## config.mk

```make
export PLATFORM = sky130hd
export DESIGN_NAME = fbh_host
export DESIGN_NICKNAME = d
export VERILOG_FILES = /design/src/core/fbh_host.v /design/src/core/fbh_cycle.v
export VERILOG_INCLUDE_DIRS = /design/src /design/src/core
export SDC_FILE = /design/constraint.sdc
export NUM_CORES = 1
export LEC_CHECK = 0
export BUFFER_PORTS_ARGS = -buffer_cell sky130_fd_sc_hd__buf_2
export CAP_MARGIN = 10
export CORE_ASPECT_RATIO = 0.8
export CORE_UTILIZATION = 55
export DETAILED_ROUTE_END_ITERATION = 6
export GPL_TIMING_DRIVEN = 0
export PLACE_DENSITY = 0.79
export SLEW_MARGIN = 20
export SYNTH_ARGS = -nofsm -noshare
export SYNTH_HDL_FRONTEND = slang
export SYNTH_HIERARCHICAL = 1
export SYNTH_SLANG_ARGS = --single-unit
```

## constraint.sdc

```tcl
create_clock -name ref_clk_i -period 2.4 [get_ports ref_clk_i]
set_input_delay 0 -clock ref_clk_i [delete_from_list [all_inputs] [get_ports ref_clk_i]]
set_output_delay 0 -clock ref_clk_i [all_outputs]
set_load 0.1 [all_outputs]
```

## src/core/fbh_consts.vh

```
// constants for the parallel flash bus host controller
`ifndef FBH_CONSTS_VH
`define FBH_CONSTS_VH

`define FBH_ADDR_W        19
`define FBH_DATA_W        8
`define FBH_SECT_HI       18
`define FBH_SECT_LO       16
`define FBH_HV_BIT        9
`define FBH_A6_BIT        6
// id low address codes
`define FBH_ID_MAKER      8'h00
`define FBH_ID_DEVICE     8'h01
`define FBH_ID_PROT       8'h02
`define FBH_ID_CONT       8'h03
// command words
`define FBH_UNLOCK1_ADDR  19'h00555
`define FBH_UNLOCK1_DATA  8'haa
`define FBH_UNLOCK2_ADDR  19'h002aa
`define FBH_UNLOCK2_DATA  8'h55
`define FBH_CMD_AUTOSEL   8'h90
`define FBH_CMD_PROGRAM   8'ha0
`define FBH_CMD_ERASE     8'h80
`define FBH_CMD_CHIP      8'h10
`define FBH_CMD_SECTOR    8'h30
`define FBH_CMD_RESET     8'hf0
// host operations
`define FBH_OP_READ       3'h0
`define FBH_OP_WRITE      3'h1
`define FBH_OP_AUTOSEL    3'h2
`define FBH_OP_PROGRAM    3'h3
`define FBH_OP_CHIP_ERASE 3'h4
`define FBH_OP_SECT_ERASE 3'h5
`define FBH_OP_RESET      3'h6
`define FBH_OP_HV_ID      3'h7
// timing
`define FBH_CLK_PS        25000
`define FBH_ACCESS_NS     90
`define FBH_PULSE_NS      50
`define FBH_GLITCH_NS     5
// cycle counts, least times rounded up plus one cycle
`define FBH_ACCESS_CYC    ((`FBH_ACCESS_NS * 1000 + `FBH_CLK_PS - 1) / `FBH_CLK_PS + 1)
`define FBH_PULSE_CYC     ((`FBH_PULSE_NS * 1000 + `FBH_CLK_PS - 1) / `FBH_CLK_PS + 1)
`define FBH_CNT_W         4

`endif

```

## src/core/fbh_host.v

```verilog
// host controller driving a byte-wide sector flash through its bus pins
`timescale 1ns/1ps
`include "fbh_consts.vh"

module fbh_host #(
    parameter ACCESS_CYC = `FBH_ACCESS_CYC,
    parameter PULSE_CYC  = `FBH_PULSE_CYC
) (
    input  wire                    ref_clk_i,
    input  wire                    rstn_i,
    input  wire                    ce_i,
    input  wire                    req_valid_i,
    output wire                    req_ready_o,
    input  wire [2:0]              req_op_i,
    input  wire [`FBH_ADDR_W-1:0]  req_addr_i,
    input  wire [`FBH_DATA_W-1:0]  req_data_i,
    output reg                     rsp_valid_o,
    output reg  [`FBH_DATA_W-1:0]  rsp_data_o,
    output reg                     id_mode_o,
    output reg  [`FBH_ADDR_W-1:0]  flash_addr_o,
    output wire [`FBH_DATA_W-1:0]  flash_dq_o,
    output wire                    flash_dq_oe_o,
    input  wire [`FBH_DATA_W-1:0]  flash_dq_i,
    output wire                    flash_ce_n_o,
    output wire                    flash_oe_n_o,
    output wire                    flash_we_n_o,
    output reg                     flash_hv_id_o
);
    localparam S_IDLE = 2'h0;
    localparam S_ISSUE = 2'h1;
    localparam S_WAIT = 2'h2;

    reg  [1:0]             state;
    reg  [2:0]             op;
    reg  [2:0]             step;
    reg  [2:0]             last_step;
    reg  [`FBH_ADDR_W-1:0] op_addr;
    reg  [`FBH_DATA_W-1:0] op_data;
    reg                    cyc_start;
    reg                    cyc_write;
    reg  [`FBH_ADDR_W-1:0] cyc_addr;
    reg  [`FBH_DATA_W-1:0] cyc_wdata;
    wire                   cyc_done;
    wire [`FBH_DATA_W-1:0] cyc_rdata;
    wire [`FBH_ADDR_W-1:0] eng_addr;

    assign req_ready_o = (state == S_IDLE);

    // pins carry the engine address, settled a cycle before any strobe falls
    always @* begin
        flash_addr_o = eng_addr;
    end

    // sequence step table: address and data of each bus cycle
    always @* begin
        cyc_write = 1'b1;
        cyc_addr  = `FBH_UNLOCK1_ADDR;
        cyc_wdata = `FBH_UNLOCK1_DATA;
        last_step = 3'h0;
        case (op)
            `FBH_OP_READ, `FBH_OP_HV_ID: begin
                cyc_write = 1'b0;
                cyc_addr  = op_addr;
            end
            `FBH_OP_WRITE: begin
                cyc_addr  = op_addr;
                cyc_wdata = op_data;
            end
            `FBH_OP_RESET: begin
                cyc_wdata = `FBH_CMD_RESET;
            end
            `FBH_OP_AUTOSEL, `FBH_OP_PROGRAM: begin
                last_step = (op == `FBH_OP_PROGRAM) ? 3'h3 : 3'h2;
                case (step)
                    3'h0: cyc_addr = `FBH_UNLOCK1_ADDR;
                    3'h1: begin
                        cyc_addr  = `FBH_UNLOCK2_ADDR;
                        cyc_wdata = `FBH_UNLOCK2_DATA;
                    end
                    3'h2: cyc_wdata = (op == `FBH_OP_PROGRAM) ? `FBH_CMD_PROGRAM
                                                              : `FBH_CMD_AUTOSEL;
                    default: begin
                        cyc_addr  = op_addr;
                        cyc_wdata = op_data;
                    end
                endcase
            end
            default: begin
                last_step = 3'h5;
                case (step)
                    3'h1, 3'h4: begin
                        cyc_addr  = `FBH_UNLOCK2_ADDR;
                        cyc_wdata = `FBH_UNLOCK2_DATA;
                    end
                    3'h2: cyc_wdata = `FBH_CMD_ERASE;
                    3'h5: begin
                        if (op == `FBH_OP_SECT_ERASE) begin
                            // sector chosen by the top three address bits
                            cyc_addr  = {op_addr[`FBH_SECT_HI:`FBH_SECT_LO],
                                         {`FBH_SECT_LO{1'b0}}};
                            cyc_wdata = `FBH_CMD_SECTOR;
                        end else begin
                            cyc_wdata = `FBH_CMD_CHIP;
                        end
                    end
                    default: cyc_wdata = `FBH_UNLOCK1_DATA;
                endcase
            end
        endcase
    end

    always @(posedge ref_clk_i or negedge rstn_i) begin
        if (!rstn_i) begin
            state         <= S_IDLE;
            op            <= `FBH_OP_READ;
            step          <= 3'h0;
            op_addr       <= {`FBH_ADDR_W{1'b0}};
            op_data       <= {`FBH_DATA_W{1'b0}};
            cyc_start     <= 1'b0;
            rsp_valid_o   <= 1'b0;
            rsp_data_o    <= {`FBH_DATA_W{1'b0}};
            id_mode_o     <= 1'b0;
            flash_hv_id_o <= 1'b0;
        end else if (ce_i) begin
            rsp_valid_o <= 1'b0;
            cyc_start   <= 1'b0;
            case (state)
                S_IDLE: begin
                    if (req_valid_i) begin
                        op      <= req_op_i;
                        op_addr <= req_addr_i;
                        op_data <= req_data_i;
                        step    <= 3'h0;
                        // separate qualifier, low a6 for the id decode
                        flash_hv_id_o <= (req_op_i == `FBH_OP_HV_ID);
                        state   <= S_ISSUE;
                    end
                end
                S_ISSUE: begin
                    cyc_start <= 1'b1;
                    state     <= S_WAIT;
                end
                S_WAIT: begin
                    if (cyc_done) begin
                        if (step == last_step) begin
                            rsp_valid_o   <= 1'b1;
                            rsp_data_o    <= cyc_rdata;
                            flash_hv_id_o <= 1'b0;
                            if (op == `FBH_OP_AUTOSEL)
                                id_mode_o <= 1'b1;
                            else if (op == `FBH_OP_RESET)
                                id_mode_o <= 1'b0;
                            state <= S_IDLE;
                        end else begin
                            step  <= step + 3'h1;
                            state <= S_ISSUE;
                        end
                    end
                end
                default: state <= S_IDLE;
            endcase
        end
    end

    // hv id reads force a6 low, other bits pass through
    wire [`FBH_ADDR_W-1:0] cyc_addr_q;
    assign cyc_addr_q = (op == `FBH_OP_HV_ID) ?
                        (cyc_addr & ~({{(`FBH_ADDR_W-1){1'b0}}, 1'b1} << `FBH_A6_BIT))
                        : cyc_addr;

    fbh_cycle #(
        .ACCESS_CYC (ACCESS_CYC),
        .PULSE_CYC  (PULSE_CYC)
    ) u_cycle (
        .ref_clk_i     (ref_clk_i),
        .rstn_i        (rstn_i),
        .ce_i          (ce_i),
        .start_i       (cyc_start),
        .write_i       (cyc_write),
        .addr_i        (cyc_addr_q),
        .wdata_i       (cyc_wdata),
        .busy_o        (),
        .done_o        (cyc_done),
        .rdata_o       (cyc_rdata),
        .flash_addr_o  (eng_addr),
        .flash_dq_o    (flash_dq_o),
        .flash_dq_oe_o (flash_dq_oe_o),
        .flash_dq_i    (flash_dq_i),
        .flash_ce_n_o  (flash_ce_n_o),
        .flash_oe_n_o  (flash_oe_n_o),
        .flash_we_n_o  (flash_we_n_o)
    );
endmodule

```

## src/core/fbh_cycle.v

```verilog
// one bus cycle engine: read or write strobe sequencing on the flash pins
`timescale 1ns/1ps
`include "fbh_consts.vh"

module fbh_cycle #(
    parameter ACCESS_CYC = `FBH_ACCESS_CYC,
    parameter PULSE_CYC  = `FBH_PULSE_CYC
) (
    input  wire                    ref_clk_i,
    input  wire                    rstn_i,
    input  wire                    ce_i,
    input  wire                    start_i,
    input  wire                    write_i,
    input  wire [`FBH_ADDR_W-1:0]  addr_i,
    input  wire [`FBH_DATA_W-1:0]  wdata_i,
    output wire                    busy_o,
    output reg                     done_o,
    output reg  [`FBH_DATA_W-1:0]  rdata_o,
    output reg  [`FBH_ADDR_W-1:0]  flash_addr_o,
    output reg  [`FBH_DATA_W-1:0]  flash_dq_o,
    output reg                     flash_dq_oe_o,
    input  wire [`FBH_DATA_W-1:0]  flash_dq_i,
    output reg                     flash_ce_n_o,
    output reg                     flash_oe_n_o,
    output reg                     flash_we_n_o
);
    localparam S_IDLE  = 2'h0;
    localparam S_SETUP = 2'h1;
    localparam S_PULSE = 2'h2;
    localparam S_HOLD  = 2'h3;

    reg [1:0]            state;
    reg                  is_write;
    reg [`FBH_CNT_W-1:0] cnt;

    assign busy_o = (state != S_IDLE);

    always @(posedge ref_clk_i or negedge rstn_i) begin
        if (!rstn_i) begin
            state         <= S_IDLE;
            is_write      <= 1'b0;
            cnt           <= {`FBH_CNT_W{1'b0}};
            done_o        <= 1'b0;
            rdata_o       <= {`FBH_DATA_W{1'b0}};
            flash_addr_o  <= {`FBH_ADDR_W{1'b0}};
            flash_dq_o    <= {`FBH_DATA_W{1'b0}};
            flash_dq_oe_o <= 1'b0;
            flash_ce_n_o  <= 1'b1;
            flash_oe_n_o  <= 1'b1;
            flash_we_n_o  <= 1'b1;
        end else if (ce_i) begin
            done_o <= 1'b0;
            case (state)
                S_IDLE: begin
                    if (start_i) begin
                        // address settles with oe high before any strobe
                        flash_addr_o  <= addr_i;
                        flash_dq_o    <= wdata_i;
                        flash_dq_oe_o <= write_i;
                        is_write      <= write_i;
                        flash_oe_n_o  <= 1'b1;
                        flash_we_n_o  <= 1'b1;
                        state         <= S_SETUP;
                    end
                end
                S_SETUP: begin
                    flash_ce_n_o <= 1'b0;
                    flash_oe_n_o <= is_write;
                    flash_we_n_o <= ~is_write;
                    // pulses held far above the glitch filter width
                    cnt   <= is_write ? PULSE_CYC[`FBH_CNT_W-1:0] : ACCESS_CYC[`FBH_CNT_W-1:0];
                    state <= S_PULSE;
                end
                S_PULSE: begin
                    if (cnt == {`FBH_CNT_W{1'b0}}) begin
                        if (!is_write)
                            rdata_o <= flash_dq_i;
                        // write data latched at this rising edge
                        flash_we_n_o <= 1'b1;
                        flash_oe_n_o <= 1'b1;
                        state        <= S_HOLD;
                    end else begin
                        cnt <= cnt - {{(`FBH_CNT_W-1){1'b0}}, 1'b1};
                    end
                end
                S_HOLD: begin
                    flash_ce_n_o  <= 1'b1;
                    flash_dq_oe_o <= 1'b0;
                    done_o        <= 1'b1;
                    state         <= S_IDLE;
                end
                default: state <= S_IDLE;
            endcase
        end
    end
endmodule

```

==> metrics, run 1 <==
max-slew violation count 0; number of global-route vias before repair 3693; clock insertion delay at the later pin of the skew report 360 ps; Mapped Cells 402; Die Ht 84.4 um; gr ovfl total 0; Port Buffers 84; CTS Buf Count 9; H-tree levels 3; RSZ-0062 raised after global routing false; clock skew 11.1 ps; starting DRC count in detailed routing 191; Final Setup Violations 0; die width 105 um; CP startpoint kind flip-flop; fillcell total 575; Nets 592; clock slew seen by the registers of the worst setup and hold paths 100 ps; TritonCTS clock tree built; synthesized area 4670 um2; Vias/cell 5.57; Worst Path Class, Setup flip-flop to flip-flop; via count 3635; Tcrit/Tclk final 95.0%; status finished, final reports clean; Rel. slew slack 56.1%; DP HPWL 7.88 mm; Worst Path Required 2650 ps; number of routed nets with antenna violations 0; IO Count 85; Crit Path Max Fanout 10; count of final hold-check violations 0; ratio of cells with drive above 1 in the final layout 39.4%; Reg2Reg Setup Slack 120 ps; global-route wire length before repair 18.6 mm; reg2reg end u_cycle/flash_dq_o[6]; clk buf depth 2; area of the multi-input gates 2170 um2; DRC 0; Layout area overhead 26.6%; WL final 11.2 mm; hold_ws 100 ps; max cap viols 0; # rows 29; mean post-synth cell area 11.6 um2; DR WL/cell 17.2 um; ANT cells 0; Critical R2R Launch step[0]; core area 8090 um2; CTS root buffer clkbuf_8; register area 2360 um2; crit end category flip-flop; fmax 439 MHz; DRT Pass-1 Iters 4; Tightest Pin Transition 657 ps; Hold Path Class input port to async pin; largest net degree at the start of global routing 56; CTS sink count 94; Synth Net Count 454; r2r worst-path depth 10; antenna violations before repair 0; min Tclk post-route 2280 ps; routability congestion estimate 0.943; CP Data Arrival Time 2530 ps; DIE AREA 8860 um2; Syn. warnings 6; GRT Total Usage 27.1%; Initial Util 57.7%
-- sequential cells by signal, indices dropped and copies added (netlist names), 2 cells and up --
register	flops
op	3
op_addr	19
op_data	8
rsp_data_o	8
state	2
step	3
u_cycle/cnt	4
u_cycle/flash_addr_o	19
u_cycle/flash_dq_o	8
u_cycle/rdata_o	8
u_cycle/state	2
-- worst max-delay path by stage --
stage                        start                 endpoint  slack, ps  cells after the start
after global placement     step[0]  u_cycle/flash_addr_o[6]       -280                      9
after global routing       step[1]    u_cycle/flash_dq_o[6]         30                      8
after floorplan           state[1]                    op[0]         80                      5
after detailed placement   step[0]  u_cycle/flash_addr_o[6]       -330                      9
after CTS                  step[0]  u_cycle/flash_addr_o[6]        -70                      9
final                      step[0]    u_cycle/flash_dq_o[6]        120                     10
-- layout by cell type (no fill, tap or decap), types with 5 or more instances in the layout --
cell type / n
buf_6: 5
dlygate4sd3_1: 40
nor3_1: 6
buf_2: 93
a21oi_1: 14
mux2_4: 9
nand2b_1: 7
dfrtp_1: 89
o21ai_0: 27
nor2_1: 20
clkbuf_1: 5
and2_1: 5
nand2_1: 36
ha_1: 9
nand3_1: 6
mux2_2: 69
inv_1: 14
nor2b_1: 8
clkbuf_8: 9
-- layer usage --
layer / up-vias / part of all wire, % / track usage (%)
li1: 1699 / - / -
met1: 1817 / 44 / 36.9
met2: 103 / 50 / 44.4
met3: 16 / 4.3 / 5.20
met4: 0 / 1.4 / 8.32
met5: - / 0 / 0
-- per-stage QoR --
stage	std cells	area, um2	utilization, %	TNS (ps)	worst slack (ps)
finish	653	5910	73.0	0	120
global route	653	5910	73.0	0	28.7
floorplan	402	4670	-	0	81.3
global placement	594	5230	64.6	-1290	-279
detailed placement	595	5260	65.0	-1720	-328
CTS	651	5850	72.4	-260	-71.4
-- layout make-up --
cell class	instances	share of cell area (%)
Sequential cell	94	39.9
Multi-Input combinational cell	273	36.8
Timing Repair Buffer	127	14.7
Tap cell	108	2.29
Clock buffer	10	2.16
Buffer	19	1.95
Clock inverter	6	1.08
Inverter	16	1.08
-- critical path: stages, from the launching register on --
cell	delay, ps
dfrtp_2	440
buf_6	180
clkinvlp_4	120
ha_1	200
clkbuf_2	200
nand2_1	140
nand2_1	80
a21oi_1	200
o21ai_0	130
a31o_2	240
mux2_2	250
-- repair_timing --
item,CTS,global route
endpoints found under the hold margin,134,0
hold buffers,40,0
resized for setup,3,11
setup buffers,0,2
endpoints found under the setup margin,10,15
pin swaps,0,0
Power of run 1 is left out: the tool's default activity adds up to more than one toggle a clock period on the data nets, which glitch-free logic cannot reach.
==> run 2, diff against run 1 <==
--- a/config.mk
+++ b/config.mk
@@ -8,11 +8,13 @@
 export LEC_CHECK = 0
 export BUFFER_PORTS_ARGS = -buffer_cell sky130_fd_sc_hd__buf_2
 export CAP_MARGIN = 10
+export CELL_PAD_IN_SITES_DETAIL_PLACEMENT = 2
+export CELL_PAD_IN_SITES_GLOBAL_PLACEMENT = 2
 export CORE_ASPECT_RATIO = 0.8
-export CORE_UTILIZATION = 55
+export CORE_UTILIZATION = 36
 export DETAILED_ROUTE_END_ITERATION = 6
 export GPL_TIMING_DRIVEN = 0
-export PLACE_DENSITY = 0.79
+export PLACE_DENSITY_LB_ADDON = 0.1
 export SLEW_MARGIN = 20
 export SYNTH_ARGS = -nofsm -noshare
 export SYNTH_HDL_FRONTEND = slang
==> run 2 against run 1 <==
  * Sequential share of layout area decreased by 1.1 points
  * Critical path depth is 1 lower
  * Wire length is 27% higher
  * Non-clock buffer count up 3
  * Via count grew 0.61%
  * Global-route usage is 3.8 points lower
  * Setup slack worse by 47 ps
  * Highest routed layer unchanged
==> metrics, run 2 (synthesized netlist as in run 1, its figures left out) <==
clock slew seen by the registers of the worst setup and hold paths 70 ps (-30 ps); top flop regs op_addr (19), u_cycle/flash_addr_o (19); most common cell after layout, fill and taps aside buf_2; starting DRC count in detailed routing 122 (-36%); max cap viols 0 (unchanged); H-tree levels 3 (unchanged); Global Route met1 Usage 29.9% (-7.0 points); pre-CTS WS -613 ps (-285 ps); largest net degree at the start of global routing 67 (+20%); CP Data Arrival Time 2560 ps (+30 ps); GR peak layer met2; clock insertion delay at the later pin of the skew report 350 ps (about the same); Tcrit/Tclk final 97.0% (+2.0 points); GRT met2 Usage 39.0% (-5.5 points); met3 GRT Util 6.46% (+1.3 points); Worst Path Class, Setup flip-flop to flip-flop; Layout area overhead 30.3%; fillcell total 1270 (+120%); clock skew 6.27 ps (-4.83 ps); CTS sink count 94 (unchanged); DR WL/cell 20.0 um (+16%); Worst path slowest cell dfrtp_2; CP startpoint kind flip-flop; DRC 0 (unchanged); antenna violations before repair 0 (unchanged); DIE AREA 13400 um2 (+52%); status finished, final reports clean; max-slew violation count 0 (unchanged); Cell Chain, Critical Path buf_6 > clkinvlp_4 > ha_1 > clkbuf_2 > a211oi_1 > o21ai_1 > a21boi_4 > nand2_1 > mux2_2; Nets 595 (+0.51%); fmax 430 MHz (-2.0%); die width 129 um (+23%); WL final 14.3 mm (+27%); clk buf depth 2 (unchanged); ratio of cells with drive above 1 in the final layout 40.0% (+0.59 points); number of global-route vias before repair 4144 (+12%); IO Count 85 (unchanged); Final Setup Violations 0 (unchanged); global-route wire length before repair 23.4 mm (+26%); count of final hold-check violations 0 (unchanged); GRT Total Usage 23.3% (-3.8 points); crit end category flip-flop; Initial Util 37.7% (-20 points); Worst Path Required 2630 ps (-20 ps); ANT cells 0 (unchanged); number of routed nets with antenna violations 0 (unchanged); RSZ-0062 raised after global routing true; Rel. slew slack 55.9% (-0.21 points); via count 3657 (+0.61%); # rows 36 (+24%); Tightest Pin Transition 657 ps (-0.133 ps); min Tclk post-route 2330 ps (+47.4 ps); routability congestion estimate 0.814 (-14%); crit-path max cell delay 460 ps (+20 ps); CTS Buf Count 9 (unchanged); Vias/cell 5.09 (-8.5%); TritonCTS clock tree built; gr ovfl total 0 (unchanged); Hold Path Class input port to async pin; Port Buffers 84 (unchanged); DRT Pass-1 Iters 4 (unchanged); CTS root buffer clkbuf_16; most frequent cells in the layout 93 x buf_2, 89 x dfrtp_1, 69 x mux2_2, 40 x dlygate4sd3_1, 35 x nand2_1; Layout Utilization 49.1% (-24 points); Crit Path Max Fanout 10 (unchanged); DP HPWL 9.73 mm (+24%); final setup margin 72.7 ps (-47.4 ps); core area 12400 um2 (+53%); Die Ht 104 um (+23%)
run 2: critical path, delay by kind of cell (launching register included):
| family | cells | cell delay, ps |
|---|---|---|
| compound gates | 3 | 710 |
| fa+ha+maj | 1 | 150 |
| buf+inv | 3 | 500 |
| flops | 1 | 460 |
| mux | 1 | 290 |
| simple gates | 1 | 100 |
run 2: final cells by class:
class / instances / area (um2) / share of cell area (%)
Buffer: 19 / 115 / 1.89
Inverter: 16 / 63.8 / 1.05
Timing Repair Buffer: 130 / 892 / 14.7
Sequential cell: 94 / 2360 / 38.8
Multi-Input combinational cell: 273 / 2170 / 35.7
Clock buffer: 10 / 229 / 3.77
Tap cell: 171 / 214 / 3.52
Clock inverter: 5 / 35.0 / 0.576
run 2: metal layers:
metal / routed length [um] / share of wire, %
met5: 0 / 0
met4: 130 / 0.91
met3: 556 / 3.9
met2: 7110 / 50
met1: 6540 / 46
run 2: path summary, 6_finish.rpt:
kind	from	to	slack [ps]	cells after the start
hold / removal	rstn_i	u_cycle/cnt[0]	110	2
setup reg to reg	step[0]	u_cycle/flash_addr_o[8]	70	9
max in group asynchronous	rstn_i	u_cycle/flash_oe_n_o	1650	3
min in group ref_clk_i	req_valid_i	state[0]	240	5
setup / recovery	step[0]	u_cycle/flash_addr_o[8]	70	9
hold reg to reg	rsp_valid_o	rsp_valid_o	480	1
run 2: through the flow:
stage	cell area, um2	cells	hold WS, ps	setup TNS (ps)
floorplan	4670	402	-296	0
global placement	5300	657	225	-2440
detailed placement	5340	658	-96.2	-3510
CTS	6030	715	97.9	0
global route	6080	718	124	-4.09
finish	6080	718	108	0
run 2: timing repair:
action	in CTS	in global routing
resized for setup	8	6
hold buffers	40	0
hold endpoints to repair	132	0
pin swaps	0	1
buffers inserted	2	3
endpoints found under the setup margin	11	13
Power of run 2 is left out for the same reason.
==> run 3, diff against run 2 <==
--- a/config.mk
+++ b/config.mk
@@ -15,6 +15,7 @@
 export DETAILED_ROUTE_END_ITERATION = 6
 export GPL_TIMING_DRIVEN = 0
 export PLACE_DENSITY_LB_ADDON = 0.1
+export REMOVE_ABC_BUFFERS = 1
 export SLEW_MARGIN = 20
 export SYNTH_ARGS = -nofsm -noshare
 export SYNTH_HDL_FRONTEND = slang
==> run 3 against run 2 <==
  * First-iteration DRC count is 19% lower
  * Global-route usage decreased by 2.6 points
  * Clock-buffer cell count is 1 lower
  * Non-clock buffer count shrank 23
  * Sequential cell count unchanged
  * Critical endpoint is now u_cycle/flash_dq_o[4]
==> metrics, run 3 (synthesized netlist as in run 1, its figures left out) <==
Final Setup Violations 0 (unchanged); Reg2Reg Setup Slack 120 ps (+50 ps); crit-path most repeated cell mux2_2; DR WL/cell 18.7 um (-6.3%); routability congestion estimate 0.766 (-5.9%); crit end category flip-flop; Vias/cell 5.10 (about the same); hold path startpoint ce_i; CP delay by family, top flip-flops; status finished, final reports clean; max-slew violation count 0 (unchanged); TritonCTS clock tree built; number of routed nets with antenna violations 0 (unchanged); Hold Path Class input port to flip-flop; starting DRC count in detailed routing 99 (-19%); WL final 13.0 mm (-9.2%); pre-CTS WS -441 ps (+172 ps); min Tclk post-route 2280 ps (-48.7 ps); CP startpoint kind flip-flop; most common cell after layout, fill and taps aside dfrtp_1; Rel. slew slack 47.5% (-8.4 points); DP HPWL 8.81 mm (-9.5%); r2r worst-path depth 8 (-1); Critical R2R Launch step[0]; max cap viols 0 (unchanged); CP Data Arrival Time 2510 ps (-50 ps); RSZ-0062 raised after global routing true; DRT Pass-1 Iters 4 (unchanged); clock skew 9.81 ps (+3.54 ps); clock slew seen by the registers of the worst setup and hold paths 70 ps (about the same); CTS Buf Count 9 (unchanged); Worst Path Required 2630 ps (about the same); total setup buffers inserted after CTS 0 (-2); largest net degree at the start of global routing 56 (-16%); Cell Chain, Critical Path inv_1 > ha_1 > mux2_2 > a21oi_1 > nor2b_1 > o22ai_1 > o21ai_0 > mux2_2; DP Cell Count 641 (-2.6%); Tcrit/Tclk final 94.9% (-2.0 points); clock insertion delay at the later pin of the skew report 350 ps (about the same); Worst Path Class, Setup flip-flop to flip-flop; WP buf/inv 1 (-2); Hold Crit Endpoint u_cycle/cnt[3]; Die Ht 104 um (unchanged); Finished Layout Cells 696 (-3.1%); ratio of cells with drive above 1 in the final layout 38.5% (-1.5 points); H-tree levels 3 (unchanged); die width 129 um (unchanged); core area 12400 um2 (unchanged); DRC 0 (unchanged); count of final hold-check violations 0 (unchanged); gr ovfl total 0 (unchanged); most frequent cells in the layout 88 x dfrtp_1, 83 x buf_2, 69 x mux2_2, 39 x dlygate4sd3_1, 36 x nand2_1; post-route setup TNS 0 ps (unchanged); clk buf depth 2 (unchanged); crit-path max cell delay 560 ps (+100 ps); Crit Path Max Fanout 14 (+4); fmax 439 MHz (+2.1%); DIE AREA 13400 um2 (unchanged); # rows 36 (unchanged); Cells on Worst Hold Path 3; number of global-route vias before repair 4006 (-3.3%); global-route wire length before repair 21.2 mm (-9.1%); Port Buffers 84 (unchanged); via count 3547 (-3.0%); Nets 572 (-3.9%); CTS root buffer clkbuf_16; CTS sink count 94 (unchanged); Layout area overhead 29.3%; Initial Util 37.7% (unchanged); antenna violations before repair 1 (+1); Worst path slowest cell dfrtp_2; reg2reg end u_cycle/flash_dq_o[4]; GRT Total Usage 20.7% (-2.6 points); top flop regs op_addr (19), u_cycle/flash_addr_o (19); Tightest Pin Transition 780 ps (+123 ps); final setup margin 121 ps (+48.7 ps); IO Count 85 (unchanged)
## run 3: worst max path at each step
stage                     startpoint                       to  slack, ps  cells past startpoint
after CTS                    step[1]    u_cycle/flash_dq_o[2]         40                      7
after floorplan             state[1]                    op[0]       -820                      3
after detailed placement     step[0]  u_cycle/flash_addr_o[6]       -440                      7
after global routing         step[0]  u_cycle/flash_addr_o[6]        -10                      7
final                        step[0]    u_cycle/flash_dq_o[4]        120                      8
after global placement       step[0]  u_cycle/flash_addr_o[6]       -390                      7
## run 3: final cells by class
class	instances	area (um2)
timing repair buffer	126	900
multi-input combinational	273	2180
tap	171	214
clock buffer	9	225
sequential	94	2360
antenna	1	2.50
fill	1238	6350
inverter	16	60.1
clock inverter	6	93.8
## run 3: metal layers
metal | vias up | GRT usage [%] | part of all wire [%]
met5 | - | 0 | 0
met4 | 0 | 5.04 | 1.1
met3 | 13 | 5.11 | 3.5
li1 | 1646 | - | -
met1 | 1821 | 26.8 | 46
met2 | 67 | 34.4 | 49
## run 3: timing repair
| action | 4_1_cts | 5_1_grt |
|---|---|---|
| hold buffers | 39 | 0 |
| resized for setup | 8 | 6 |
| endpoints found under the setup margin | 21 | 13 |
| hold endpoints to repair | 129 | 0 |
## run 3: worst register-to-register path, cell delays in order, from the launching register on
cell,delay (ps)
dfrtp_2,560
inv_1,240
ha_1,340
mux2_2,260
a21oi_1,80
nor2b_1,150
o22ai_1,170
o21ai_0,110
mux2_2,260
## run 3: stage by stage
stage                     utilization, %  hold slack, ps  cell area, um2
after global placement              41.9             217            5190
after detailed placement            42.7           -59.3            5290
after global routing                48.7             119            6030
after CTS                           48.5            60.5            6010
final                               48.7            68.5            6030
after floorplan                        -            -296            4560
Power of run 3 is left out for the same reason.
